--- src/rtl/serial_rx_dma_pkg.sv ---
// Constants for the serial receive DMA channel.
// Assumes one system clock; serial clock and data come from pins.
//
// Operation
// - Channel stays idle until software sets the channel enable bit.
// - Software configures, then sets start; channel enters trigger-wait.
// - Each serial transfer-end request in trigger-wait copies serial data into RAM buffer.
// - At the programmed count, clear start, leave wait, raise done interrupt.
// - Direction is special-function register to RAM, serial-event triggered.
// - Serial unit is slave receiver; external master drives clock and data.
// - Each transfer moves exactly one eight-bit unit.
// - Source address is fixed at the serial data register location.
// - Receive 8 bits, LSB first, phase type 1, external serial clock.
package serial_rx_dma_pkg;

    // ------------------------------------------------------------
    // Widths and constants
    // ------------------------------------------------------------
    localparam int             DATA_W      = 8;
    localparam int             ADDR_W      = 20;
    localparam int             CNT_W       = 10;
    localparam int             BIT_CNT_W   = 3;
    localparam logic [ADDR_W-1:0] SRC_ADDR = 20'hFFF10;
    localparam logic [CNT_W-1:0]  DEF_COUNT = 10'h005;
    localparam logic [BIT_CNT_W-1:0] LAST_BIT = 3'h7;

    // ------------------------------------------------------------
    // Channel states
    // ------------------------------------------------------------
    typedef enum logic [2:0] {
        ST_IDLE = 3'b001,
        ST_WAIT = 3'b010,
        ST_MOVE = 3'b100
    } dma_state_t;

endpackage : serial_rx_dma_pkg

--- src/rtl/serial_rx_dma_channel.sv ---
// Serial slave receiver with a one-channel DMA into RAM.
// Assumes a write-only RAM port that accepts a write every cycle.
`timescale 1ns/1ps
module serial_rx_dma_channel
    import serial_rx_dma_pkg::*;
(
    // Clock and reset
    input  wire logic              sys_clk,
    input  wire logic              rst,
    // Serial pins
    input  wire logic              serial_clock_input,
    input  wire logic              serial_data_input,
    // Control
    input  wire logic              dma_channel_enable,
    input  wire logic              dma_start_set,
    input  wire logic [ADDR_W-1:0] dma_dest_addr,
    input  wire logic [CNT_W-1:0]  dma_count,
    // Status
    output logic                   dma_transfer_start,
    output logic                   dma_done_interrupt,
    output logic                   serial_xfer_end_request,
    output logic [DATA_W-1:0]      serial_data_register,
    output logic [CNT_W-1:0]       dma_remaining,
    // RAM write port
    output logic                   ram_we,
    output logic [ADDR_W-1:0]      ram_addr,
    output logic [DATA_W-1:0]      ram_wdata,
    output logic [ADDR_W-1:0]      ram_src_addr
);

    // ------------------------------------------------------------
    // Pin synchronisers
    // ------------------------------------------------------------
    logic [1:0] sckSync;
    logic [1:0] sdiSync;
    logic       sckPrev;
    logic [1:0] next_sckSync;
    logic [1:0] next_sdiSync;

    always_comb
    begin
        next_sckSync = {sckSync[0], serial_clock_input};
        next_sdiSync = {sdiSync[0], serial_data_input};
    end

    always_ff @(posedge sys_clk or posedge rst)
    begin
        if (rst)
        begin
            sckSync <= 2'h0;
            sdiSync <= 2'h0;
            sckPrev <= 1'h0;
        end
        else
        begin
            sckSync <= next_sckSync;
            sdiSync <= next_sdiSync;
            sckPrev <= sckSync[1];
        end
    end

    // ------------------------------------------------------------
    // Serial receiver
    // ------------------------------------------------------------
    logic [DATA_W-1:0]    shiftReg;
    logic [BIT_CNT_W-1:0] bitCnt;
    logic [DATA_W-1:0]    next_shiftReg;
    logic [BIT_CNT_W-1:0] next_bitCnt;
    logic [DATA_W-1:0]    next_sdr;
    logic                 next_xferEnd;
    logic                 sampleEdge;

    // Shift one serial bit in at the top, LSB first
    function automatic logic [DATA_W-1:0] shift_in
    (
        input logic [DATA_W-1:0] cur,
        input logic              bitIn
    );
        return {bitIn, cur[DATA_W-1:1]};
    endfunction : shift_in

    always_comb
    begin
        // Type 1 phase: data sampled on rising serial clock
        sampleEdge    = sckSync[1] & ~sckPrev;
        next_shiftReg = shiftReg;
        next_bitCnt   = bitCnt;
        next_sdr      = serial_data_register;
        next_xferEnd  = 1'b0;
        if (sampleEdge)
        begin
            // LSB first: shift in from the top
            next_shiftReg = shift_in(shiftReg, sdiSync[1]);
            next_bitCnt   = bitCnt + 3'h1;
            if (bitCnt == LAST_BIT)
            begin
                next_sdr     = shift_in(shiftReg, sdiSync[1]);
                next_xferEnd = 1'b1;
            end
        end
    end

    always_ff @(posedge sys_clk or posedge rst)
    begin
        if (rst)
        begin
            shiftReg                <= 8'h00;
            bitCnt                  <= 3'h0;
            serial_data_register    <= 8'h00;
            serial_xfer_end_request <= 1'b0;
        end
        else
        begin
            shiftReg                <= next_shiftReg;
            bitCnt                  <= next_bitCnt;
            serial_data_register    <= next_sdr;
            serial_xfer_end_request <= next_xferEnd;
        end
    end

    // ------------------------------------------------------------
    // DMA channel
    // ------------------------------------------------------------
    dma_state_t        state;
    dma_state_t        next_state;
    logic [ADDR_W-1:0] destPtr;
    logic [ADDR_W-1:0] next_destPtr;
    logic [CNT_W-1:0]  next_remaining;
    logic              next_start;
    logic              next_done;
    logic              next_we;
    logic [ADDR_W-1:0] next_ramAddr;
    logic [DATA_W-1:0] next_wdata;

    always_comb
    begin
        next_state     = state;
        next_destPtr   = destPtr;
        next_remaining = dma_remaining;
        next_start     = dma_transfer_start;
        next_done      = 1'b0;
        next_we        = 1'b0;
        next_ramAddr   = ram_addr;
        next_wdata     = ram_wdata;
        case (state)
            ST_IDLE:
            begin
                if (dma_channel_enable && dma_start_set)
                begin
                    next_destPtr   = dma_dest_addr;
                    next_remaining = dma_count;
                    next_start     = 1'b1;
                    next_state     = ST_WAIT;
                end
            end
            ST_WAIT:
            begin
                if (!dma_channel_enable)
                begin
                    next_start = 1'b0;
                    next_state = ST_IDLE;
                end
                else if (serial_xfer_end_request)
                begin
                    // SFR source to RAM, one byte per trigger
                    next_we      = 1'b1;
                    next_ramAddr = destPtr;
                    next_wdata   = serial_data_register;
                    next_destPtr = destPtr + 20'h00001;
                    next_remaining = dma_remaining - 10'h001;
                    next_state   = ST_MOVE;
                end
            end
            ST_MOVE:
            begin
                if (dma_remaining == 10'h000)
                begin
                    next_start = 1'b0;
                    next_done  = 1'b1;
                    next_state = ST_IDLE;
                end
                else
                begin
                    next_state = ST_WAIT;
                end
            end
            default:
            begin
                next_start = 1'b0;
                next_state = ST_IDLE;
            end
        endcase
    end

    always_ff @(posedge sys_clk or posedge rst)
    begin
        if (rst)
        begin
            state              <= ST_IDLE;
            destPtr            <= 20'h00000;
            dma_remaining      <= 10'h000;
            dma_transfer_start <= 1'b0;
            dma_done_interrupt <= 1'b0;
            ram_we             <= 1'b0;
            ram_addr           <= 20'h00000;
            ram_wdata          <= 8'h00;
            ram_src_addr       <= SRC_ADDR;
        end
        else
        begin
            state              <= next_state;
            destPtr            <= next_destPtr;
            dma_remaining      <= next_remaining;
            dma_transfer_start <= next_start;
            dma_done_interrupt <= next_done;
            ram_we             <= next_we;
            ram_addr           <= next_ramAddr;
            ram_wdata          <= next_wdata;
            ram_src_addr       <= SRC_ADDR;
        end
    end

endmodule : serial_rx_dma_channel

--- config.mk ---
export PLATFORM = sky130hd
export DESIGN_NAME = serial_rx_dma_channel
export DESIGN_NICKNAME = d
export VERILOG_FILES = /design/src/rtl/serial_rx_dma_pkg.sv /design/src/rtl/serial_rx_dma_channel.sv
export SDC_FILE = /design/constraint.sdc
export NUM_CORES = 1
export LEC_CHECK = 0
export BUFFER_PORTS_ARGS = -buffer_cell sky130_fd_sc_hd__buf_2
export CAP_MARGIN = 20
export CORE_UTILIZATION = 48
export DETAILED_ROUTE_END_ITERATION = 16
export PLACE_DENSITY = 0.76
export SYNTH_ARGS = -nofsm -noshare
export SYNTH_HDL_FRONTEND = slang
export SYNTH_SLANG_ARGS = --single-unit
--- constraint.sdc ---
create_clock -name sys_clk -period 3 [get_ports sys_clk]
set_clock_uncertainty 0.1 [all_clocks]
set_input_delay 0.45 -clock sys_clk [delete_from_list [all_inputs] [get_ports sys_clk]]
set_output_delay 0.45 -clock sys_clk [all_outputs]
set_load 0.05 [all_outputs]
---- Yosys cells after proc, flatten, opt, wreduce, memory -nomap -nowiden ----
Index checks and enable logic that the tools add are counted.
word-level totals
  flip-flop bits (word level) ............. 89
  input port bits ......................... 36
  output and inout port bits .............. 70
  logic and storage cells ................. 62
operators by class
  $add $sub $neg .......................... 3
  eq/ne operators ......................... 10
  muxes and demuxes ....................... 24
  bitwise gates (word level) .............. 2
  reduce and logical (&&, ||, !) cells .... 8
operators with widths
  kind                                                                    number
  20-bit 2-to-1 mux                                                       3
  20-bit case mux with 2 select lines                                     1
  10-bit 2-to-1 mux                                                       3
  20-bit by 1-bit adder with 20-bit output (second input constant)        1
  10-bit case mux with 2 select lines                                     1
  10-bit zero test                                                        1
  1-bit 2-to-1 mux                                                        10
  2-bit != test (second input constant)                                   5
  10-bit by 1-bit subtractor with 10-bit output (second input constant)   1
  3-bit 2-to-1 mux                                                        3
  3-bit case mux with 3 select lines                                      1
  3-bit equality test (second input constant)                             2
  3-bit AND reduction                                                     2
  2-bit AND reduction                                                     2
  4-bit AND reduction                                                     1
  3-bit by 1-bit adder with 3-bit output (second input constant)          1
  3-bit by 1-bit equality test with 1-bit output (second input constant)  1
  3-bit by 2-bit equality test with 1-bit output (second input constant)  1
  3-bit != test (second input constant)                                   1
  1-bit case mux with 3 select lines                                      1
  2-bit 2-to-1 mux                                                        1
  2-bit nonzero test                                                      1
  1-bit bitwise AND                                                       1
  1-bit logical AND                                                       1
  1-bit NOT                                                               1

---- Logic depth before layout (Yosys ltp) ----
  depth in word-level cells ............... 4
  mapped depth ............................ 7
  mapped depth without buffers ............ 6

---- Least setup slack after synthesis ----
Ideal clock, no wire load.
  path kind ............................... register to register
  from .................................... register dma_remaining[0]
  to ...................................... register dma_remaining[6]
  library setup time ...................... 0.137 ns
  data arrival time ....................... 1.846 ns
  data required time ...................... 2.763 ns
  path slack .............................. 0.917 ns
  stages on the path, launching flop included .. 7
  path buffers ............................ 0
  period minus slack after synthesis ...... 2.083 ns
  path through ............................ dfrtp_1 inv_1 ha_1 or3b_2 nor3_1 o2bb2ai_1 a21oi_1
between the ends
  longest elaborated chain between the ends .. 4
RTL lines
  element                                        line                          text
  start, declared                                serial_rx_dma_channel.sv:23   output logic [CNT_W-1:0] dma_remaining,
  start signal, assigned                         serial_rx_dma_channel.sv:213  dma_remaining <= next_remaining;
  10-bit by 1-bit subtractor with 10-bit output  serial_rx_dma_channel.sv:170  next_remaining = dma_remaining - 10'h001;
  10-bit 2-to-1 mux                              serial_rx_dma_channel.sv:163  else if (serial_xfer_end_request)
  10-bit 2-to-1 mux                              serial_rx_dma_channel.sv:158  if (!dma_channel_enable)
  10-bit case mux with 2 select lines            serial_rx_dma_channel.sv:145  case (state)
No other way between the ends. The select of a mux whose other input is x is not followed.
A chain may end at the register's enable or synchronous reset.

---- Worst setup path after layout ----
  from .................................... register state[1]
  to ...................................... register dma_remaining[9]
between the ends
  longest elaborated chain between the ends .. 3
  elaborated cells between the ends (all ways) .. 8
  classes of those cells .................. 5 x eq/ne; 1 x mux; 2 x reduce/logical
RTL lines
  element                                                                                                           line                          text
  start, declared                                                                                                   serial_rx_dma_channel.sv:124  dma_state_t state;
  start signal, assigned                                                                                            serial_rx_dma_channel.sv:211  state <= next_state;
  3-bit by 2-bit equality test with 1-bit output or 3-bit by 1-bit equality test with 1-bit output (tied branches)  serial_rx_dma_channel.sv:145
  2-bit != test (no line) or 2-bit nonzero test (tied branches)                                                     --
  4-bit AND reduction (no line)                                                                                     --
Several ways; a longest one is shown, not always the timed one.

==> flow_summary_export.csv <==
group,metric,value,unit
global_route,grt_pass1_wl,15500,µm
pwr,leakage,2.394,nW
worst_setup_path,ff2ff_setup_slack,0.83,ns
die,die_height,96.42,µm
global_route,first_global_vias,3200,
synth,ys_seq_area_frac,0.5149,
synth,ys_types,54,
drt,first_pass_iters,5,
drt,viasPerCell,5.684,
placed_design,port_buffers,85,
synth,synth.avg_cell_area,10.78,µm²
die,rows,34,
worst_setup_path,required,3.15,ns
cts,hold_buffers,0,
cts,post_cts_resized,0,
run,maxCapViolCount,0,
sta,hold_slack,0.09736,ns
worst_setup_path,r2r_cells,4,
pwr,total_power,3.520,mW
drt,drc_errors,0,
cts,cts_root_buf,"clkbuf_8",
die,die_area,0.009297,mm²
final_layout,nNetsFinal,514,
drt,drtAntennaViolNets,0,
worst_setup_path,critPathLaunchType,"flip-flop",
placed_design,gp_congestion,0.8684,
sta,drv_slew,0,
pwr,irDropWorstVdd,0.6390,mV
final_layout,drive_gt1_frac,0.3368,
sta,rsz0062_at_grt,"false",
sta,period_needed,2.165,ns
cts,cts_sinks,88,
drt,topRoutingLayerUsed,"met4",
cts,clkLatencyLatePin,0.35,ns
final_layout,finalNonFillerCells,586,
synth,synth-edff-count,0,
worst_setup_path,crit_arrival,2.32,ns
placed_design,post-place-ws,0.8293,ns
cts,cts_tree,"yes",
final_layout,diodes,0,
drt,dr_wl_met3,598,µm
hold_path,holdCritPathClass,"in -> reg",
synth,syn-instance-count,397,
global_route,grt_remaining_overflow,0,
worst_setup_path,r2r_start,"state[1]",
synth,ys.flop_type,"dfrtp_1",
status,run_status,"finished, final reports clean",
die,core_area,0.008678,mm²
worst_setup_path,critPathCaptureType,"flip-flop",
sta,fin_crit_sh,0.7218,
sta,hold_violations,0,
cts,cts_inserted_buffers,9,
global_route,track_usage,0.2203,
sta,fin_setup_tns,0,ns
final_layout,syn2layout_area_growth,15.20,%
worst_setup_path,crit_fanout,27,
placed_design,dp_hpwl,6530,µm
sta,fmax,461.8,MHz
placed_design,dpl-instance-area,0.004728,mm²
sta,setup_viol,0,
hold_path,whs_path_depth,1,
synth,ys_ff_latch,88,
hold_path,hold_end,"sckSync[0]",
placed_design,dp.cells,570,
cts,clk_pin_slew,0.10,ns
worst_setup_path,path_class,"reg -> reg",
hold_path,worstHoldStart,"serial_clock_input",
cts,clockBufferDepth,2,
global_route,antenna_found_initial,0,
sta,max-slew-margin-rel,0.4272,
final_layout,design_area,0.004930,mm²
synth,ys.warnings.count,0,
die,die_w,96.42,µm
sta,worst_slack,0.8346,ns
synth,synth_area,0.004279,mm²
cts,htree_levels,3,
synth,synth-async-reset-ratio,1.000,
pwr,cellPowerDensity,713.9,mW/mm²
drt,met2WireLength,4535,µm
sta,tightest_slew,0.8592,ns
drt,via_count,3331,
drt,drtIter0Drc,202,
drt,wl_per_cell,16.18,µm
global_route,grt_max_degree,48,
drt,wl_met1,4190,µm
worst_setup_path,rr_endpoint,"dma_remaining[9]",
die,io_pins,106,
final_layout,final_util,0.5681,
cts,post_cts.repair.setup_buffers,0,
drt,wl,9479,µm
die,start_util,0.4931,
cells by family after synthesis:
logic type	share of synthesized area
buf+inv	0.07047
compound gates	0.1471
other cells	0.001755
mux	0.1202
xor+xnor	0.002047
flops	0.5149
fa+ha+maj	0.01462
simple gates	0.1290
worst max-delay path by stage:
stage / from / end / slack [ns] / cells past startpoint
4_1_cts: state[1] / dma_remaining[9] / 0.83 / 4
6_report: state[1] / dma_remaining[9] / 0.83 / 4
2_1_floorplan: rst / bitCnt[0] / 0.17 / 1
3_5_place_dp: state[1] / dma_remaining[9] / 0.83 / 4
5_1_grt: state[1] / dma_remaining[9] / 0.66 / 4
3_3_place_gp: dma_channel_enable / destPtr[19] / 0.90 / 6
worst max-delay path, cell delays in order, from the launching register on:
cell and delay, ns:
dfrtp_1 0.49, or3b_1 0.75, nor3_1 0.37, a31oi_1 0.12, o22a_2 0.23
Yosys cell counts (all sizes together), types with 2 or more instances:
| cell type | count | area, µm² |
|---|---|---|
| and3b | 2 | 17.52 |
| a211oi | 3 | 22.52 |
| nand2 | 23 | 86.33 |
| a21boi | 2 | 15.01 |
| nor2b | 4 | 25.02 |
| or3b | 4 | 35.04 |
| nand4 | 8 | 56.30 |
| and4 | 3 | 26.28 |
| o31ai | 2 | 15.01 |
| a21oi | 30 | 150.1 |
| a22o | 2 | 17.52 |
| buf | 37 | 232.7 |
| and2 | 2 | 12.51 |
| mux2 | 43 | 484.2 |
| inv | 10 | 37.54 |
| o21a | 2 | 15.01 |
| or4 | 4 | 33.78 |
| or2 | 2 | 12.52 |
| dfrtp | 87 | 2177 |
| o21ai | 25 | 128.9 |
| nand2b | 2 | 12.51 |
| a31oi | 5 | 31.28 |
| nor2 | 10 | 37.54 |
| clkbuf | 8 | 31.28 |
| conb | 2 | 7.510 |
| nor3 | 8 | 40.04 |
| mux2i | 3 | 30.03 |
| nor4 | 3 | 18.77 |
| nand3 | 18 | 90.09 |
| o2bb2ai | 4 | 35.03 |
| a2bb2oi | 5 | 43.79 |
| ha | 5 | 62.56 |
| nor3b | 2 | 20.02 |
| and3 | 3 | 18.77 |
| o22ai | 9 | 56.30 |
| a22oi | 4 | 30.03 |
| o211ai | 3 | 22.52 |
| o22a | 2 | 18.77 |
per-layer routing:
layer / vias up / GRT usage
met1: 1622 / 0.2966
met3: 15 / 0.04304
met4: 0 / 0.07721
li1: 1563 / -
met5: - / 0
met2: 131 / 0.3570
flip-flops by register name (all words and copies together) (netlist names):
| signal | flops |
|---|---|
| shiftReg | 7 |
| sckSync | 2 |
| dma_transfer_start | 1 |
| state | 3 |
| dma_done_interrupt | 1 |
| bitCnt | 3 |
| serial_xfer_end_request | 1 |
| destPtr | 20 |
| ram_we | 1 |
| sdiSync | 2 |
| ram_wdata | 8 |
| ram_addr | 20 |
| dma_remaining | 10 |
| sckPrev | 1 |
| serial_data_register | 8 |
cells in the final DEF (no fill, tap or decap), types with 4 or more instances in the layout:
cell / synthesis / final
inv_1: 10 / 9
a31oi_1: 5 / 5
nand3_1: 18 / 18
o22ai_1: 9 / 9
clkbuf_8: 0 / 9
nor2b_1: 4 / 4
a22oi_1: 4 / 4
nor2_1: 10 / 10
o2bb2ai_1: 4 / 4
conb_1: 2 / 20
mux2_2: 43 / 43
a21oi_1: 30 / 30
ha_1: 5 / 5
nand4_1: 7 / 7
nor3_1: 8 / 8
buf_4: 20 / 5
dfrtp_1: 87 / 87
nand2_1: 23 / 23
o21ai_0: 24 / 24
buf_2: 15 / 85
a2bb2oi_1: 5 / 5
power breakdown:
| part | total, mW | switching [mW] | internal (mW) |
|---|---|---|---|
| sequential | 1.64 | 0.230 | 1.41 |
| clock | 0.847 | 0.453 | 0.394 |
| combinational | 1.04 | 0.709 | 0.326 |
final cells by class:
class,instances,area [µm²]
inverter,10,38.79
fill,761,3749
sequential,88,2203
clock buffer,9,123.9
clock inverter,7,77.57
timing repair buffer,92,503.0
multi-input combinational,272,1848
tap,108,135.1
Note: power is estimated with default switching activity, not from simulation.
